**config.mk**
```make
export PLATFORM = sky130hd
export DESIGN_NAME = branch_and_shift_execution
export DESIGN_NICKNAME = d
export VERILOG_FILES = /design/src/branch_condition.v /design/src/wide_arith_right_shift.v /design/src/branch_and_shift_execution.v
export VERILOG_INCLUDE_DIRS = /design/src
export SDC_FILE = /design/constraint.sdc
export NUM_CORES = 1
export LEC_CHECK = 0
export BUFFER_PORTS_ARGS = -buffer_cell sky130_fd_sc_hd__buf_2
export CAP_MARGIN = 20
export CELL_PAD_IN_SITES_DETAIL_PLACEMENT = 1
export CELL_PAD_IN_SITES_GLOBAL_PLACEMENT = 1
export CORE_ASPECT_RATIO = 2
export CORE_MARGIN = 1
export CORE_UTILIZATION = 45
export DETAILED_ROUTE_END_ITERATION = 16
export PLACE_DENSITY = 0.91
export SLEW_MARGIN = 25
export SYNTH_ARGS = -nofsm -noshare
export SYNTH_HDL_FRONTEND = slang
export SYNTH_SLANG_ARGS = --single-unit
```
**constraint.sdc**
```tcl
create_clock -name sys_clk -period 4.6 [get_ports sys_clk]
set_input_delay 0.46 -clock sys_clk [delete_from_list [all_inputs] [get_ports sys_clk]]
set_output_delay 0.46 -clock sys_clk [all_outputs]
set_load 0.01 [all_outputs]
```
**src/branch_shift_defines.vh**
```
// constants for the branch, break, call and wide shift execution block
`ifndef BRANCH_SHIFT_DEFINES_VH
`define BRANCH_SHIFT_DEFINES_VH
// operation codes presented on op_sel
`define OP_W 5
`define OP_NONE 5'h00
`define OP_BCC 5'h01
`define OP_BCS 5'h02
`define OP_BEQ 5'h03
`define OP_BNE 5'h04
`define OP_BGE 5'h05
`define OP_BGT 5'h06
`define OP_BRANCH_UNSIGNED_GT 5'h07
`define OP_BRANCH_UNSIGNED_LE 5'h08
`define OP_BMI 5'h09
`define OP_BPL 5'h0A
`define OP_BVC 5'h0B
`define OP_BVS 5'h0C
`define OP_JMP_SHORT 5'h0D
`define OP_JMP_LONG 5'h0E
`define OP_BIT_ZERO 5'h0F
`define OP_BIT_ONE 5'h10
`define OP_MEM_ZERO 5'h11
`define OP_MEM_ONE 5'h12
`define OP_CALL 5'h13
`define OP_BREAK 5'h14
`define OP_SHIFT 5'h15
// program counter steps
`define SHORT_LEN 16'h0002
`define BREAK_STEP 16'h0002
`define CALL_STEP 16'h0002
// status word bit positions
`define PS_C 0
`define PS_Z 1
`define PS_I 2
`define PS_V 6
`define PS_N 7
// break stacking: index of the last of its five bytes
`define PUSH_LAST 3'h4
// call stacking: index of the last of its two bytes
`define CALL_LAST 3'h1
// bank values after break
`define BANK_LOW 8'h00
`define BANK_HIGH 8'hFF
`endif

```
**src/branch_condition.v**
```verilog
// branch condition evaluator for flag and bit-test branches
`timescale 1ns/1ps
`include "branch_shift_defines.vh"
module branch_condition (
   // request
   input wire [4:0] op,
   input wire [15:0] ps,
   input wire tested_bit,
   // result
   output reg take
);
   wire c = ps[`PS_C];
   wire z = ps[`PS_Z];
   wire v = ps[`PS_V];
   wire n = ps[`PS_N];
   always @* begin
      case (op)
         `OP_BCC: take = ~c;
         `OP_BCS: take = c;
         `OP_BEQ: take = z;
         `OP_BNE: take = ~z;
         `OP_BGE: take = ~(n ^ v);
         `OP_BGT: take = ~z & ~(n ^ v);
         `OP_BRANCH_UNSIGNED_GT: take = c & ~z;
         `OP_BRANCH_UNSIGNED_LE: take = ~c | z;
         `OP_BMI: take = n;
         `OP_BPL: take = ~n;
         `OP_BVC: take = ~v;
         `OP_BVS: take = v;
         `OP_JMP_SHORT: take = 1'b1;
         `OP_JMP_LONG: take = 1'b1;
         `OP_BIT_ZERO: take = ~tested_bit;
         `OP_BIT_ONE: take = tested_bit;
         `OP_MEM_ZERO: take = ~tested_bit;
         `OP_MEM_ONE: take = tested_bit;
         default: take = 1'b0;
      endcase
   end
endmodule

```
**src/wide_arith_right_shift.v**
```verilog
// 32-bit arithmetic right shift with carry of the last bit out
`timescale 1ns/1ps
module wide_arith_right_shift (
   // operand
   input wire [31:0] value,
   input wire [4:0] count,
   input wire carry_in,
   // result
   output wire [31:0] result,
   output wire carry_out
);
   wire [63:0] ext = {{32{value[31]}}, value};
   wire [63:0] moved = ext >> count;
   // count zero moves nothing, so the carry keeps its old value
   wire [31:0] one_less = value >> (count - 5'h01);
   assign result = moved[31:0];
   assign carry_out = (count == 5'h00) ? carry_in : one_less[0];
endmodule

```
**src/branch_and_shift_execution.v**
```verilog
// execution of relative branches, break, relative call and wide shift
`timescale 1ns/1ps
`include "branch_shift_defines.vh"
module branch_and_shift_execution (
   // clock and reset
   input wire sys_clk,
   input wire reset_n,
   // instruction issue
   input wire start,
   input wire [4:0] op_sel,
   input wire [15:0] disp,
   input wire [15:0] inst_len,
   input wire [3:0] bit_index,
   input wire use_memory,
   input wire [15:0] mem_operand,
   input wire [4:0] shift_count,
   input wire [7:0] break_vector_bank_high,
   input wire [15:0] break_vector,
   // architectural state in
   input wire [15:0] pc_in,
   input wire [7:0] bank_in,
   input wire [15:0] ps_in,
   input wire [15:0] sp_in,
   input wire [15:0] acc_a,
   input wire [31:0] acc_e,
   // architectural state out
   output reg [15:0] pc_out,
   output reg [7:0] bank_out,
   output reg [15:0] ps_out,
   output reg [15:0] sp_out,
   output reg [31:0] acc_e_out,
   output reg done,
   output wire busy,
   // stack write port
   output reg stack_we,
   output reg [15:0] stack_addr,
   output reg [7:0] stack_data
);
   localparam IDLE = 3'b001;
   localparam PUSH = 3'b010;
   localparam FINISH = 3'b100;

   reg [2:0] state;
   reg [2:0] next_state;
   reg [2:0] push_idx;
   reg [15:0] pc_saved;
   reg [15:0] ps_saved;
   reg [7:0] bank_saved;
   reg call_mode;
   // operands of the long sequences are held from the issuing edge
   reg [15:0] disp_saved;
   reg [15:0] vector_saved;
   reg bank_high_saved;

   // memory bit branches always test the memory operand
   wire mem_form = (op_sel == `OP_MEM_ZERO) || (op_sel == `OP_MEM_ONE);
   wire [15:0] tested_word = (use_memory || mem_form) ? mem_operand
      : acc_a;
   wire tested_bit = tested_word[bit_index];
   wire take;

   branch_condition cond (
      .op(op_sel),
      .ps(ps_in),
      .tested_bit(tested_bit),
      .take(take)
   );

   wire [31:0] shifted;
   wire shift_carry;

   wide_arith_right_shift shifter (
      .value(acc_e),
      .count(shift_count),
      .carry_in(ps_in[`PS_C]),
      .result(shifted),
      .carry_out(shift_carry)
   );

   // short form sign extends the low byte; long form uses all 16 bits
   wire [15:0] disp_short = {{8{disp[7]}}, disp[7:0]};
   // call displacement is 11 bits, giving -1024..+1023
   wire [15:0] disp_call = {{5{disp_saved[10]}}, disp_saved[10:0]};
   wire is_flag_branch = (op_sel >= `OP_BCC) && (op_sel <= `OP_BVS);
   wire is_bit_branch = (op_sel >= `OP_BIT_ZERO) && (op_sel <= `OP_MEM_ONE);
   wire [15:0] base_short = pc_in + `SHORT_LEN;
   wire [15:0] base_len = pc_in + inst_len;
   wire [16:0] long_sum = {1'b0, base_len} + {1'b0, disp};
   wire [15:0] call_ret = pc_in + `CALL_STEP;

   assign busy = (state != IDLE);

   always @* begin
      next_state = state;
      case (state)
         IDLE: begin
            if (start && ((op_sel == `OP_BREAK) || (op_sel == `OP_CALL))) begin
               next_state = PUSH;
            end
         end
         PUSH: begin
            if (call_mode ? (push_idx == `CALL_LAST)
               : (push_idx == `PUSH_LAST)) begin
               next_state = FINISH;
            end
         end
         FINISH: next_state = IDLE;
         default: next_state = IDLE;
      endcase
   end

   // byte pushed at each step of the break or call sequence
   reg [7:0] push_byte;
   always @* begin
      push_byte = 8'h00;
      if (call_mode) begin
         push_byte = (push_idx == 3'h0) ? pc_saved[15:8] : pc_saved[7:0];
      end else begin
         case (push_idx)
            3'h0: push_byte = bank_saved;
            3'h1: push_byte = pc_saved[15:8];
            3'h2: push_byte = pc_saved[7:0];
            3'h3: push_byte = ps_saved[15:8];
            default: push_byte = ps_saved[7:0];
         endcase
      end
   end

   always @(posedge sys_clk or negedge reset_n) begin
      if (!reset_n) begin
         state <= IDLE;
         push_idx <= 3'h0;
         pc_saved <= 16'h0000;
         ps_saved <= 16'h0000;
         bank_saved <= 8'h00;
         call_mode <= 1'b0;
         disp_saved <= 16'h0000;
         vector_saved <= 16'h0000;
         bank_high_saved <= 1'b0;
         pc_out <= 16'h0000;
         bank_out <= 8'h00;
         ps_out <= 16'h0000;
         sp_out <= 16'h0000;
         acc_e_out <= 32'h00000000;
         done <= 1'b0;
         stack_we <= 1'b0;
         stack_addr <= 16'h0000;
         stack_data <= 8'h00;
      end else begin
         state <= next_state;
         done <= 1'b0;
         stack_we <= 1'b0;
         case (state)
            IDLE: begin
               if (start) begin
                  // flags pass through untouched unless stated otherwise
                  ps_out <= ps_in;
                  bank_out <= bank_in;
                  sp_out <= sp_in;
                  acc_e_out <= acc_e;
                  push_idx <= 3'h0;
                  // inputs may move while busy, so finish uses copies
                  disp_saved <= disp;
                  vector_saved <= break_vector;
                  bank_high_saved <= break_vector_bank_high[0];
                  if (is_flag_branch) begin
                     done <= 1'b1;
                     pc_out <= take ? base_short + disp_short : base_short;
                  end else if (op_sel == `OP_JMP_SHORT) begin
                     done <= 1'b1;
                     pc_out <= base_len + disp_short;
                  end else if (op_sel == `OP_JMP_LONG) begin
                     done <= 1'b1;
                     pc_out <= long_sum[15:0];
                     // positive offset wrap carries; negative without carry
                     // out borrows
                     if (!disp[15] && long_sum[16]) begin
                        bank_out <= bank_in + 8'h01;
                     end else if (disp[15] && !long_sum[16]) begin
                        bank_out <= bank_in - 8'h01;
                     end
                  end else if (is_bit_branch) begin
                     done <= 1'b1;
                     pc_out <= take ? base_len + disp_short : base_len;
                  end else if (op_sel == `OP_SHIFT) begin
                     done <= 1'b1;
                     pc_out <= base_len;
                     acc_e_out <= shifted;
                     ps_out[`PS_C] <= shift_carry;
                  end else if (op_sel == `OP_CALL) begin
                     call_mode <= 1'b1;
                     pc_saved <= call_ret;
                  end else if (op_sel == `OP_BREAK) begin
                     call_mode <= 1'b0;
                     pc_saved <= pc_in + `BREAK_STEP;
                     ps_saved <= ps_in;
                     bank_saved <= bank_in;
                  end else begin
                     // unknown code: report done with pc unchanged
                     done <= 1'b1;
                     pc_out <= pc_in;
                  end
               end
            end
            PUSH: begin
               stack_we <= 1'b1;
               stack_addr <= sp_out;
               stack_data <= push_byte;
               sp_out <= sp_out - 16'h0001;
               push_idx <= push_idx + 3'h1;
            end
            FINISH: begin
               done <= 1'b1;
               if (call_mode) begin
                  pc_out <= pc_saved + disp_call;
               end else begin
                  // only the interrupt disable flag moves on break
                  ps_out[`PS_I] <= 1'b1;
                  pc_out <= vector_saved;
                  bank_out <= bank_high_saved ? `BANK_HIGH
                     : `BANK_LOW;
               end
            end
            default: begin
               push_idx <= 3'h0;
            end
         endcase
      end
   end
endmodule

```
==> impl_metrics.ini, run 1 <==
[final_layout]
seq_area_um2 = 4730
layout.nets = 2362
final_util_pct = 55.7
drive_above_1_share_pct = 26.1
final_cell_area_um2 = 18000
final.fill_count = 3978
final_cell_mix = nand2_1, buf_2, dfrtp_1, o21ai_0, a21oi_1
multi_input_area_um2 = 9680
area_growth_pct = 21.0
final_common_cell = nand2_1
final_cells = 2534

[outcome]
status = finished clean

[floorplan]
die_area_um2 = 33800
core_um2 = 32300
die_y_um = 259
num_rows = 93
die_x_um = 131
initial_utilization_pct = 46.0
pin_count = 309

[detailed_routing]
drt_iter0_drc = 830
vias = 15887
first_pass_iters = 5
wire_per_inst_um = 25.0
vias_per_cell = 6.27
routed_wirelength_um = 63300
ant_nets = 0
remaining_drc_errors = 0

[worst_setup_path]
worstReg2RegEnd = pc_out[14]
endpoint = pc_out[13]
cp-startpoint = pc_in[1]
slowest_stage = o21ai_0
crit_arrival_ns = 4.79
crit_path_max_incr_delay_ns = 0.46
crit_fanout = 8
critPathTopFamily = compound AO/OA/AOI/OAI gates
path_cells = buf_2, buf_4, ha_1, a211oi_1, o21bai_1, a21oi_1, o21bai_1, a211oi_1, a21oi_1, ha_1, a21boi_0, buf_4, nand2_1, o21ai_0, a31oi_1, nor4bb_1, a211o_1, o221ai_1, o22a_1, a21oi_1
path_depth = 20
crit_path_end_kind = register
r2r_slack_ns = 1.03
crit_required_ns = 5.00
cp-start-kind = primary input
cp_common_cell = a21oi_1
crit_type = primary input to register
worstReg2RegStart = pc_saved[0]
worst-r2r-cell-count = 13
path_buf_inv = 3

[clock_network]
clkSlewWorstSetupHoldPaths_ns = 0.08
cts_made_buffers = 17
clk_latency_ns = 0.48
cts_buffer_depth = 2
cts-root-buf = clkbuf_16
htreeDepth = 4
cts_tree = built
cts.sinks = 189
post-cts-setup-buffers = 0

[global_routing]
grtUsageMet1_pct = 34.0
gr-usage-met3_pct = 6.72
overflow = 0
first_global_vias = 17313
grt_max_degree = 136
grt_pass1_wl_um = 95800
grt-busiest-layer = met2
antenna_found_initial = 10
track_usage_pct = 38.2
grt_use_met2_pct = 69.7

[min_path]
hp-class = primary input to register

[power]
switchingPower_mw = 2.51
pwr-share-seq_pct = 33.8
vdd_ir_drop_max_mv = 0.296
p_comb_share_pct = 40.2
p_leak_nw = 8.63
powerDensity_nw_per_um2 = 346
finalPower_mw = 6.24
p_int_mw = 3.73
swShare_pct = 40.3
clkPwrFrac_pct = 26.0

[synthesis]
synthArstFlopShare_pct = 100
synth_seq_cells = 189
synth-seq-area-share_pct = 31.8
synth_flop_cell = dfrtp_1
synth_area_um2 = 14900
postSynthCellCount = 1765
yosysUniqueCellTypes = 76
yosysWarnings = 0
synth_edf_count = 0
syn_nets = 2041
syn_avg_cell_area_um2 = 8.43

[placed_design]
place_inst = 2493
place_area_um2 = 17300
dpl_worst_slack_ns = -0.576
numPortBuffers = 301
globalplace.congestion = 1.02
hpwlAfterDp_um = 48500

[sta]
worst_pin_slew_ns = 1.04
fin_ws_ns = 0.207
period_minus_slack_ns = 4.39
final_max_slew_viol_count = 0
min_period_over_period_pct = 95.5
setup_tns_ns = 0
setup_viol = 0
hold_violations = 0
holdWs_ns = 0.176
slew_headroom_pct = 28.6
final.setup_skew_ns = 0.0139
max_freq_mhz = 228

[run]
maxCapViolCount = 0
## state kept, by name (all words and copies together), names as in the netlist
name / count
sp_out: 16
call_mode: 1
stack_addr: 16
push_idx: 3
disp_saved: 11
bank_saved: 8
acc_e_out: 32
vector_saved: 16
ps_out: 16
stack_we: 1
state: 3
done: 1
stack_data: 8
bank_out: 8
pc_saved: 16
pc_out: 16
bank_high_saved: 1
ps_saved: 16
## power by group through the flow
stage                     clock network, mW  logic (mW)  registers (mW)
after floorplan                           0        1.43            2.08
after CTS                              1.63        2.45            2.09
after detailed placement                  0        2.41            2.12
after global routing                   1.68        2.70            2.12
final                                  1.62        2.50            2.11
after global placement                    0        2.27            2.11
## layout make-up
cell class | instances | area share [%]
Clock buffer | 17 | 2.36
Sequential cell | 189 | 26.3
Antenna cell | 8 | 0.111
Multi-Input combinational cell | 1436 | 53.8
Clock inverter | 15 | 1.09
Tap cell | 427 | 2.97
Timing Repair Buffer | 396 | 12.5
Inverter | 46 | 0.959
## cell families after synthesis
group,Yosys count,share of synthesized area (%)
buf+inv,140,3.68
xor+xnor,76,4.47
fa+ha+maj,82,7.10
compound gates,509,21.3
simple gates,624,18.0
mux,145,13.7
flops,189,31.8
## synthesized netlist by cell type, drive strengths merged, types with 5 or more instances
master / count / share of area (%)
o22ai: 19 / 0.80
xnor2: 47 / 2.8
a211oi: 32 / 1.6
a21o: 20 / 1.0
a22oi: 19 / 0.96
mux2i: 58 / 4.0
nand2: 345 / 8.7
a31o: 5 / 0.29
a221o: 8 / 0.54
o221ai: 6 / 0.35
o21a: 12 / 0.61
inv: 42 / 1.1
clkbuf: 73 / 1.8
nor2: 130 / 3.3
dfrtp: 188 / 32
nor3: 26 / 0.91
o211ai: 7 / 0.35
a311oi: 13 / 0.77
nor2b: 13 / 0.55
ha: 78 / 6.6
xor2: 29 / 1.7
or2: 6 / 0.25
a221oi: 7 / 0.41
or3: 11 / 0.46
nor4: 6 / 0.25
nand3: 35 / 1.2
a21oi: 139 / 4.7
o21bai: 13 / 0.66
mux2: 45 / 3.4
and3: 15 / 0.63
mux4: 42 / 6.4
a211o: 5 / 0.29
and2: 13 / 0.55
buf: 21 / 0.68
a31oi: 15 / 0.63
o21ai: 153 / 5.2
nand2b: 10 / 0.42
o31ai: 5 / 0.25
## tightest hold or removal path: stages
cell,delay (ns)
buf_2,0.07
nand2_1,0.04
nand2_1,0.05
## worst min path at each step
| stage | startpoint | to | depth (start not counted) |
|---|---|---|---|
| finish | break_vector[1] | vector_saved[1] | 3 |
| detailed placement | stack_addr[5] | stack_addr[5] | 2 |
| global route | break_vector[5] | vector_saved[5] | 3 |
| CTS | break_vector[1] | vector_saved[1] | 3 |
| floorplan | reset_n | acc_e_out[0] | 0 |
| global placement | stack_addr[9] | stack_addr[9] | 2 |
## metal layers
metal	wire, um	share of wire, %
met1	19800	31
met2	33900	54
met3	2890	4.6
met4	6710	11
met5	0	0
## repair_timing
action,4_1_cts,5_1_grt
hold endpoints to repair,16,0
pin swaps,0,5
cloned,0,0
gates resized for setup,1,16
setup endpoints to repair,3,9
hold buffers,1,0
Power figures use the tool's default switching activity.
==> inputs of run 2 (changes only) <==
ABC_AREA = 1   (was default)
CORE_UTILIZATION = 43   (was 45)
PLACE_DENSITY = 0.92   (was 0.91)
==> run 2 against run 1 <==
Worst setup slack better by 0.33 ns. Flip-flop and latch count unchanged. Synthesized cell count up 34%. Sequential power about the same. Synthesized area up 4.9%. Clock skew up 0.0052 ns. Critical path depth up 5. Sequential share of layout area down 0.36 points. Combinational power about the same. Die area up 9.7%.
==> impl_metrics.ini, run 2 <==
[synthesis]
synth_top_area_share_pct = 30.1
synth_flop_cell = dfrtp_1
yosysWarnings = 0
synth_edf_count = 0
synth-seq-area-share_pct = 30.3
synthArstFlopShare_pct = 100
ys_top_cells_by_area = dfrtp_1, nand2_1, o21ai_0
synth_top_cell_by_area = dfrtp_1
synth_seq_cells = 189
syn_nets = 2644
netlist_top_cells_count = nand2_1, o21ai_0, inv_1, a21oi_1, dfrtp_1
synth_area_um2 = 15600
synth_most_common_cell = nand2_1
syn_avg_cell_area_um2 = 6.59
yosysUniqueCellTypes = 59
postSynthCellCount = 2368

[sta]
rsz0062_at_grt = false
holdWs_ns = 0.0977
slew_headroom_pct = 20.7
hold_violations = 0
final_max_slew_viol_count = 0
min_period_over_period_pct = 88.3
final.setup_skew_ns = 0.0191
worst_pin_slew_ns = 1.18
max_freq_mhz = 246
period_minus_slack_ns = 4.06
setup_tns_ns = 0
setup_viol = 0

[clock_network]
clkSlewWorstSetupHoldPaths_ns = 0.08
cts_tree = built
clk_latency_ns = 0.45
htreeDepth = 4
cts_buffer_depth = 2
cts-root-buf = clkbuf_16
cts_resized = 0
cts_made_buffers = 17
cts.sinks = 189
post-cts-setup-buffers = 0
ctsHoldBuffers = 0

[detailed_routing]
drt_iter0_drc = 673
first_pass_iters = 5
remaining_drc_errors = 0
ant_nets = 0
vias = 18117
vias_per_cell = 5.85
wire_per_inst_um = 22.1
routed_wirelength_um = 68600

[final_layout]
area_growth_pct = 16.9
final_util_pct = 51.0
largest_reg_flops = 32
final_cell_mix = nand2_1, buf_2, o21ai_0, inv_1, a21oi_1
top_register = acc_e_out
drive_above_1_share_pct = 15.7
final_cells = 3097
layout.nets = 2907
final.fill_count = 4880
final_common_cell = nand2_1

[floorplan]
core_um2 = 35800
pin_count = 309
die_x_um = 137
num_rows = 98
initial_utilization_pct = 43.6
die_area_um2 = 37100
die_y_um = 271

[outcome]
status = finished clean

[min_path]
hp-class = primary input to asynchronous set/reset pin

[worst_setup_path]
crit_arrival_ns = 4.43
crit_type = primary input to register
crit_path_end_kind = register
crit_fanout = 4
cp-start-kind = primary input
crit_required_ns = 4.97

[global_routing]
track_usage_pct = 37.3
grt_max_degree = 118
overflow = 0
antenna_found_initial = 5
grt_pass1_wl_um = 105000
first_global_vias = 19491

[power]
finalPower_mw = 6.13
powerDensity_nw_per_um2 = 336
vdd_ir_drop_max_mv = 0.228
p_leak_nw = 9.58

[placed_design]
globalplace.congestion = 1.04
hpwlAfterDp_um = 53900
place_inst = 3062
numPortBuffers = 301

[run]
maxCapViolCount = 0
==> run 2: changes by cell type after synthesis, sizes merged, moves of 15 or more <==
| cell | previous run | this run |
|---|---|---|
| mux4 | 42 | 0 |
| xor2 | 29 | 50 |
| a22oi | 19 | 1 |
| inv | 42 | 254 |
| nand3 | 35 | 139 |
| a21o | 20 | 5 |
| mux2 | 45 | 1 |
| o211ai | 7 | 24 |
| a21oi | 139 | 212 |
| o21ai | 153 | 280 |
| mux2i | 58 | 11 |
| a211oi | 32 | 11 |
| xnor2 | 47 | 21 |
| nand2 | 345 | 712 |
==> run 2: through the flow <==
step	instance area (um2)	setup slack [ns]
final	18300	0.539
after floorplan	15600	0.879
after detailed placement	17600	0.113
after CTS	18200	0.591
after global routing	18300	0.110
after global placement	17600	0.295
==> run 2: layout make-up <==
type	count	area, um2	area share [%]
Timing Repair Buffer	348	1880	10.3
Antenna cell	3	7.51	0.0411
Sequential cell	189	4730	25.9
Inverter	262	985	5.40
Clock inverter	14	175	0.960
Tap cell	450	563	3.09
Clock buffer	18	429	2.35
Multi-Input combinational cell	1813	9480	51.9
==> run 2: report_power, final <==
group | leakage, nW | switching [mW] | total (mW) | internal [mW]
registers | 2.31 | 0.204 | 2.09 | 1.89
clock network | 0.294 | 0.740 | 1.57 | 0.826
logic | 6.98 | 1.62 | 2.47 | 0.849
total | 9.58 | 2.57 | 6.13 | 3.56
==> run 2: kinds of logic after synthesis <==
group	after synthesis	share of synthesized area, %
and+or+nand+nor	1038	27.2
adders and majority gates	82	6.77
buffers and inverters	366	9.11
AOI/OAI and AO/OA	610	21.9
xor gates and xnor gates	71	3.98
muxes	12	0.778
DFF	189	30.3
==> run 2: final timing paths <==
kind | from | end | slack [ns] | depth (start not counted)
setup / recovery | pc_in[4] | bank_out[3] | 0.54 | 25
hold / removal | reset_n | pc_out[1] | 0.1 | 1
setup reg to reg | pc_saved[0] | pc_out[14] | 1.12 | 16
hold reg to reg | ps_out[3] | ps_out[3] | 0.47 | 2
max in group asynchronous | reset_n | ps_out[12] | 3.50 | 2
min in group sys_clk | break_vector[5] | vector_saved[5] | 0.22 | 3
==> run 2: critical path, stage by stage <==
cell and delay, ns:
buf_2 0.13, ha_1 0.31, inv_1 0.08, o21bai_1 0.16
a21oi_1 0.06, buf_4 0.15, o21ai_0 0.41, a31oi_1 0.17
xor2_1 0.18, buf_4 0.16, inv_1 0.06, ha_1 0.33
a21oi_1 0.14, nand2_1 0.14, a21boi_1 0.27, o21ai_0 0.19
nor2_1 0.16, inv_1 0.06, nand2_1 0.11, nand2_1 0.11
inv_2 0.09, nand2_1 0.07, a21oi_1 0.17, o21ai_1 0.11
a21oi_1 0.13
==> run 2: layer usage <==
layer  wire, um  GRT usage, %  vias to the layer above
met2      37000          70.0                      636
met4       7120          35.3                        4
met5         23             0                        -
met3       3140          6.97                      316
met1      21300          31.8                     8816
li1           -             -                     8345
==> inputs of run 3 (changes only) <==
BUFFER_PORTS_ARGS = -buffer_cell sky130_fd_sc_hd__buf_4   (was -buffer_cell sky130_fd_sc_hd__buf_2)
PLACE_DENSITY = default   (was 0.92)
PLACE_DENSITY_LB_ADDON = 0.1   (was default)
==> run 3 against run 2 <==
Flip-flop and latch count is the same. Sequential share of layout area fell by 1.1 points. Routed wire length barely moved. Sequential power about the same. Global-route usage is 0.29 points higher. Fmax shrank 2.2%. Largest cell class unchanged. Largest power group unchanged.
==> impl_metrics.ini, run 3 (synthesis gave the netlist of run 2 again) <==
[outcome]
status = finished clean

[worst_setup_path]
cp-start-kind = primary input
crit_type = primary input to register
crit_required_ns = 4.97
crit_fanout = 5
cp-startpoint = pc_in[2]
r2r_slack_ns = 0.92
worstReg2RegEnd = pc_out[14]
crit_arrival_ns = 4.53
crit_path_end_kind = register
worstReg2RegStart = pc_saved[1]
worst-r2r-cell-count = 15

[global_routing]
overflow = 0
grt_max_degree = 115
first_global_vias = 19178
grt_pass1_wl_um = 104000
track_usage_pct = 37.6
antenna_found_initial = 4

[final_layout]
area_growth_pct = 21.9
layout.nets = 2911
final_cells = 3101
final_cell_area_um2 = 19000
final_common_cell = nand2_1
top_register = acc_e_out
largest_reg_flops = 32
drive_above_1_share_pct = 15.7
final_cell_mix = nand2_1, buf_4, o21ai_0, inv_1, a21oi_1
final.fill_count = 4857

[power]
vdd_ir_drop_max_mv = 0.275
powerDensity_nw_per_um2 = 324
finalPower_mw = 6.16
p_leak_nw = 9.82

[placed_design]
hpwlAfterDp_um = 54400
numPortBuffers = 301
place_inst = 3064
place_area_um2 = 18400
globalplace.congestion = 1.01

[sta]
hold_violations = 0
final_max_slew_viol_count = 0
worst_pin_slew_ns = 1.24
final.setup_skew_ns = 0.0163
min_period_over_period_pct = 90.2
setup_viol = 0
max_freq_mhz = 241
period_minus_slack_ns = 4.15
slew_headroom_pct = 16.4
rsz0062_at_grt = false

[floorplan]
die_y_um = 271
num_rows = 98
initial_utilization_pct = 43.6
core_um2 = 35800
pin_count = 309
die_x_um = 137
die_area_um2 = 37100

[detailed_routing]
first_pass_iters = 5
wl_met1_um = 21200
vias_per_cell = 5.77
routed_wirelength_um = 68600
vias = 17888
drt_iter0_drc = 850
wire_per_inst_um = 22.1
routed-wl-met3_um = 3150
top_layer = met5
wl_met2_um = 36700
remaining_drc_errors = 0
ant_nets = 0

[min_path]
hold-path-cell-count = 3
hp-class = primary input to register
whs_endpoint = vector_saved[5]
hp-start = break_vector[5]

[clock_network]
clkSlewWorstSetupHoldPaths_ns = 0.08
cts_tree = built
cts-root-buf = clkbuf_16
clk_latency_ns = 0.46
cts.sinks = 189
post-cts-setup-buffers = 0
htreeDepth = 4
ctsHoldBuffers = 0
cts_made_buffers = 17
cts_resized = 0
cts_buffer_depth = 2

[run]
maxCapViolCount = 0
==> run 3: cell types whose count changed in the layout (fill, tap and decap cells not counted), moves of 2 or more <==
cell        delta
buf_4        +303
clkinvlp_4     +2
o21ai_1        +4
buf_2        -300
o21ai_0        -4
==> run 3: worst max-delay path by stage <==
stage                  endpoint  cells past startpoint  slack (ns)
global route        bank_out[0]                     22        0.05
CTS                 bank_out[0]                     22        0.44
detailed placement  bank_out[0]                     22       -0.02
floorplan           bank_out[7]                     23        0.88
global placement    bank_out[0]                     22        0.08
finish              bank_out[0]                     22        0.45
==> run 3: report_power, final <==
part	internal (mW)	switching, mW	total [mW]	leakage [nW]
clock network	0.772	0.737	1.51	0.275
registers	1.89	0.190	2.08	2.31
logic	0.972	1.60	2.57	7.24
total	3.63	2.52	6.16	9.82
==> run 3: metrics by stage <==
stage          hold WS [ns]  util, %  setup WS (ns)  setup TNS [ns]
6_report              0.194     53.1          0.449               0
5_1_grt               0.219     53.1         0.0524               0
4_1_cts               0.138     53.0          0.445               0
3_5_place_dp          0.463     51.4        -0.0175         -0.0288
3_3_place_gp          0.453     51.4         0.0850               0
2_1_floorplan         0.164        -          0.879               0
==> run 3: final cells by class <==
class	count	area, um2	share of cell area, %
antenna	3	7.51	0.0395
clock buffer	19	433	2.28
multi-input combinational	1813	9480	49.9
inverter	262	985	5.18
sequential	189	4730	24.9
timing repair buffer	352	2670	14.0
clock inverter	13	149	0.783
tap	450	563	2.96
==> run 3: routing by layer <==
metal,track usage (%),up-vias
li1,-,8372
met3,5.90,298
met4,37.9,2
met1,32.8,8616
met5,0,-
met2,69.4,600
==> run 3: worst max-delay path, cell delays in order <==
cell and delay (ns):
buf_4 0.12, ha_1 0.31, nand3_1 0.07, nand2_1 0.11
a21oi_1 0.07, buf_4 0.15, o21ai_0 0.41, buf_4 0.20
a21oi_1 0.07, xnor2_1 0.51, ha_1 0.40, a21oi_1 0.14
a21boi_1 0.34, o21ai_0 0.18, nor2_1 0.18, inv_1 0.06
nand2_1 0.09, nand2_1 0.11, buf_4 0.15, a21oi_1 0.11
o21ai_0 0.12, a21oi_1 0.16
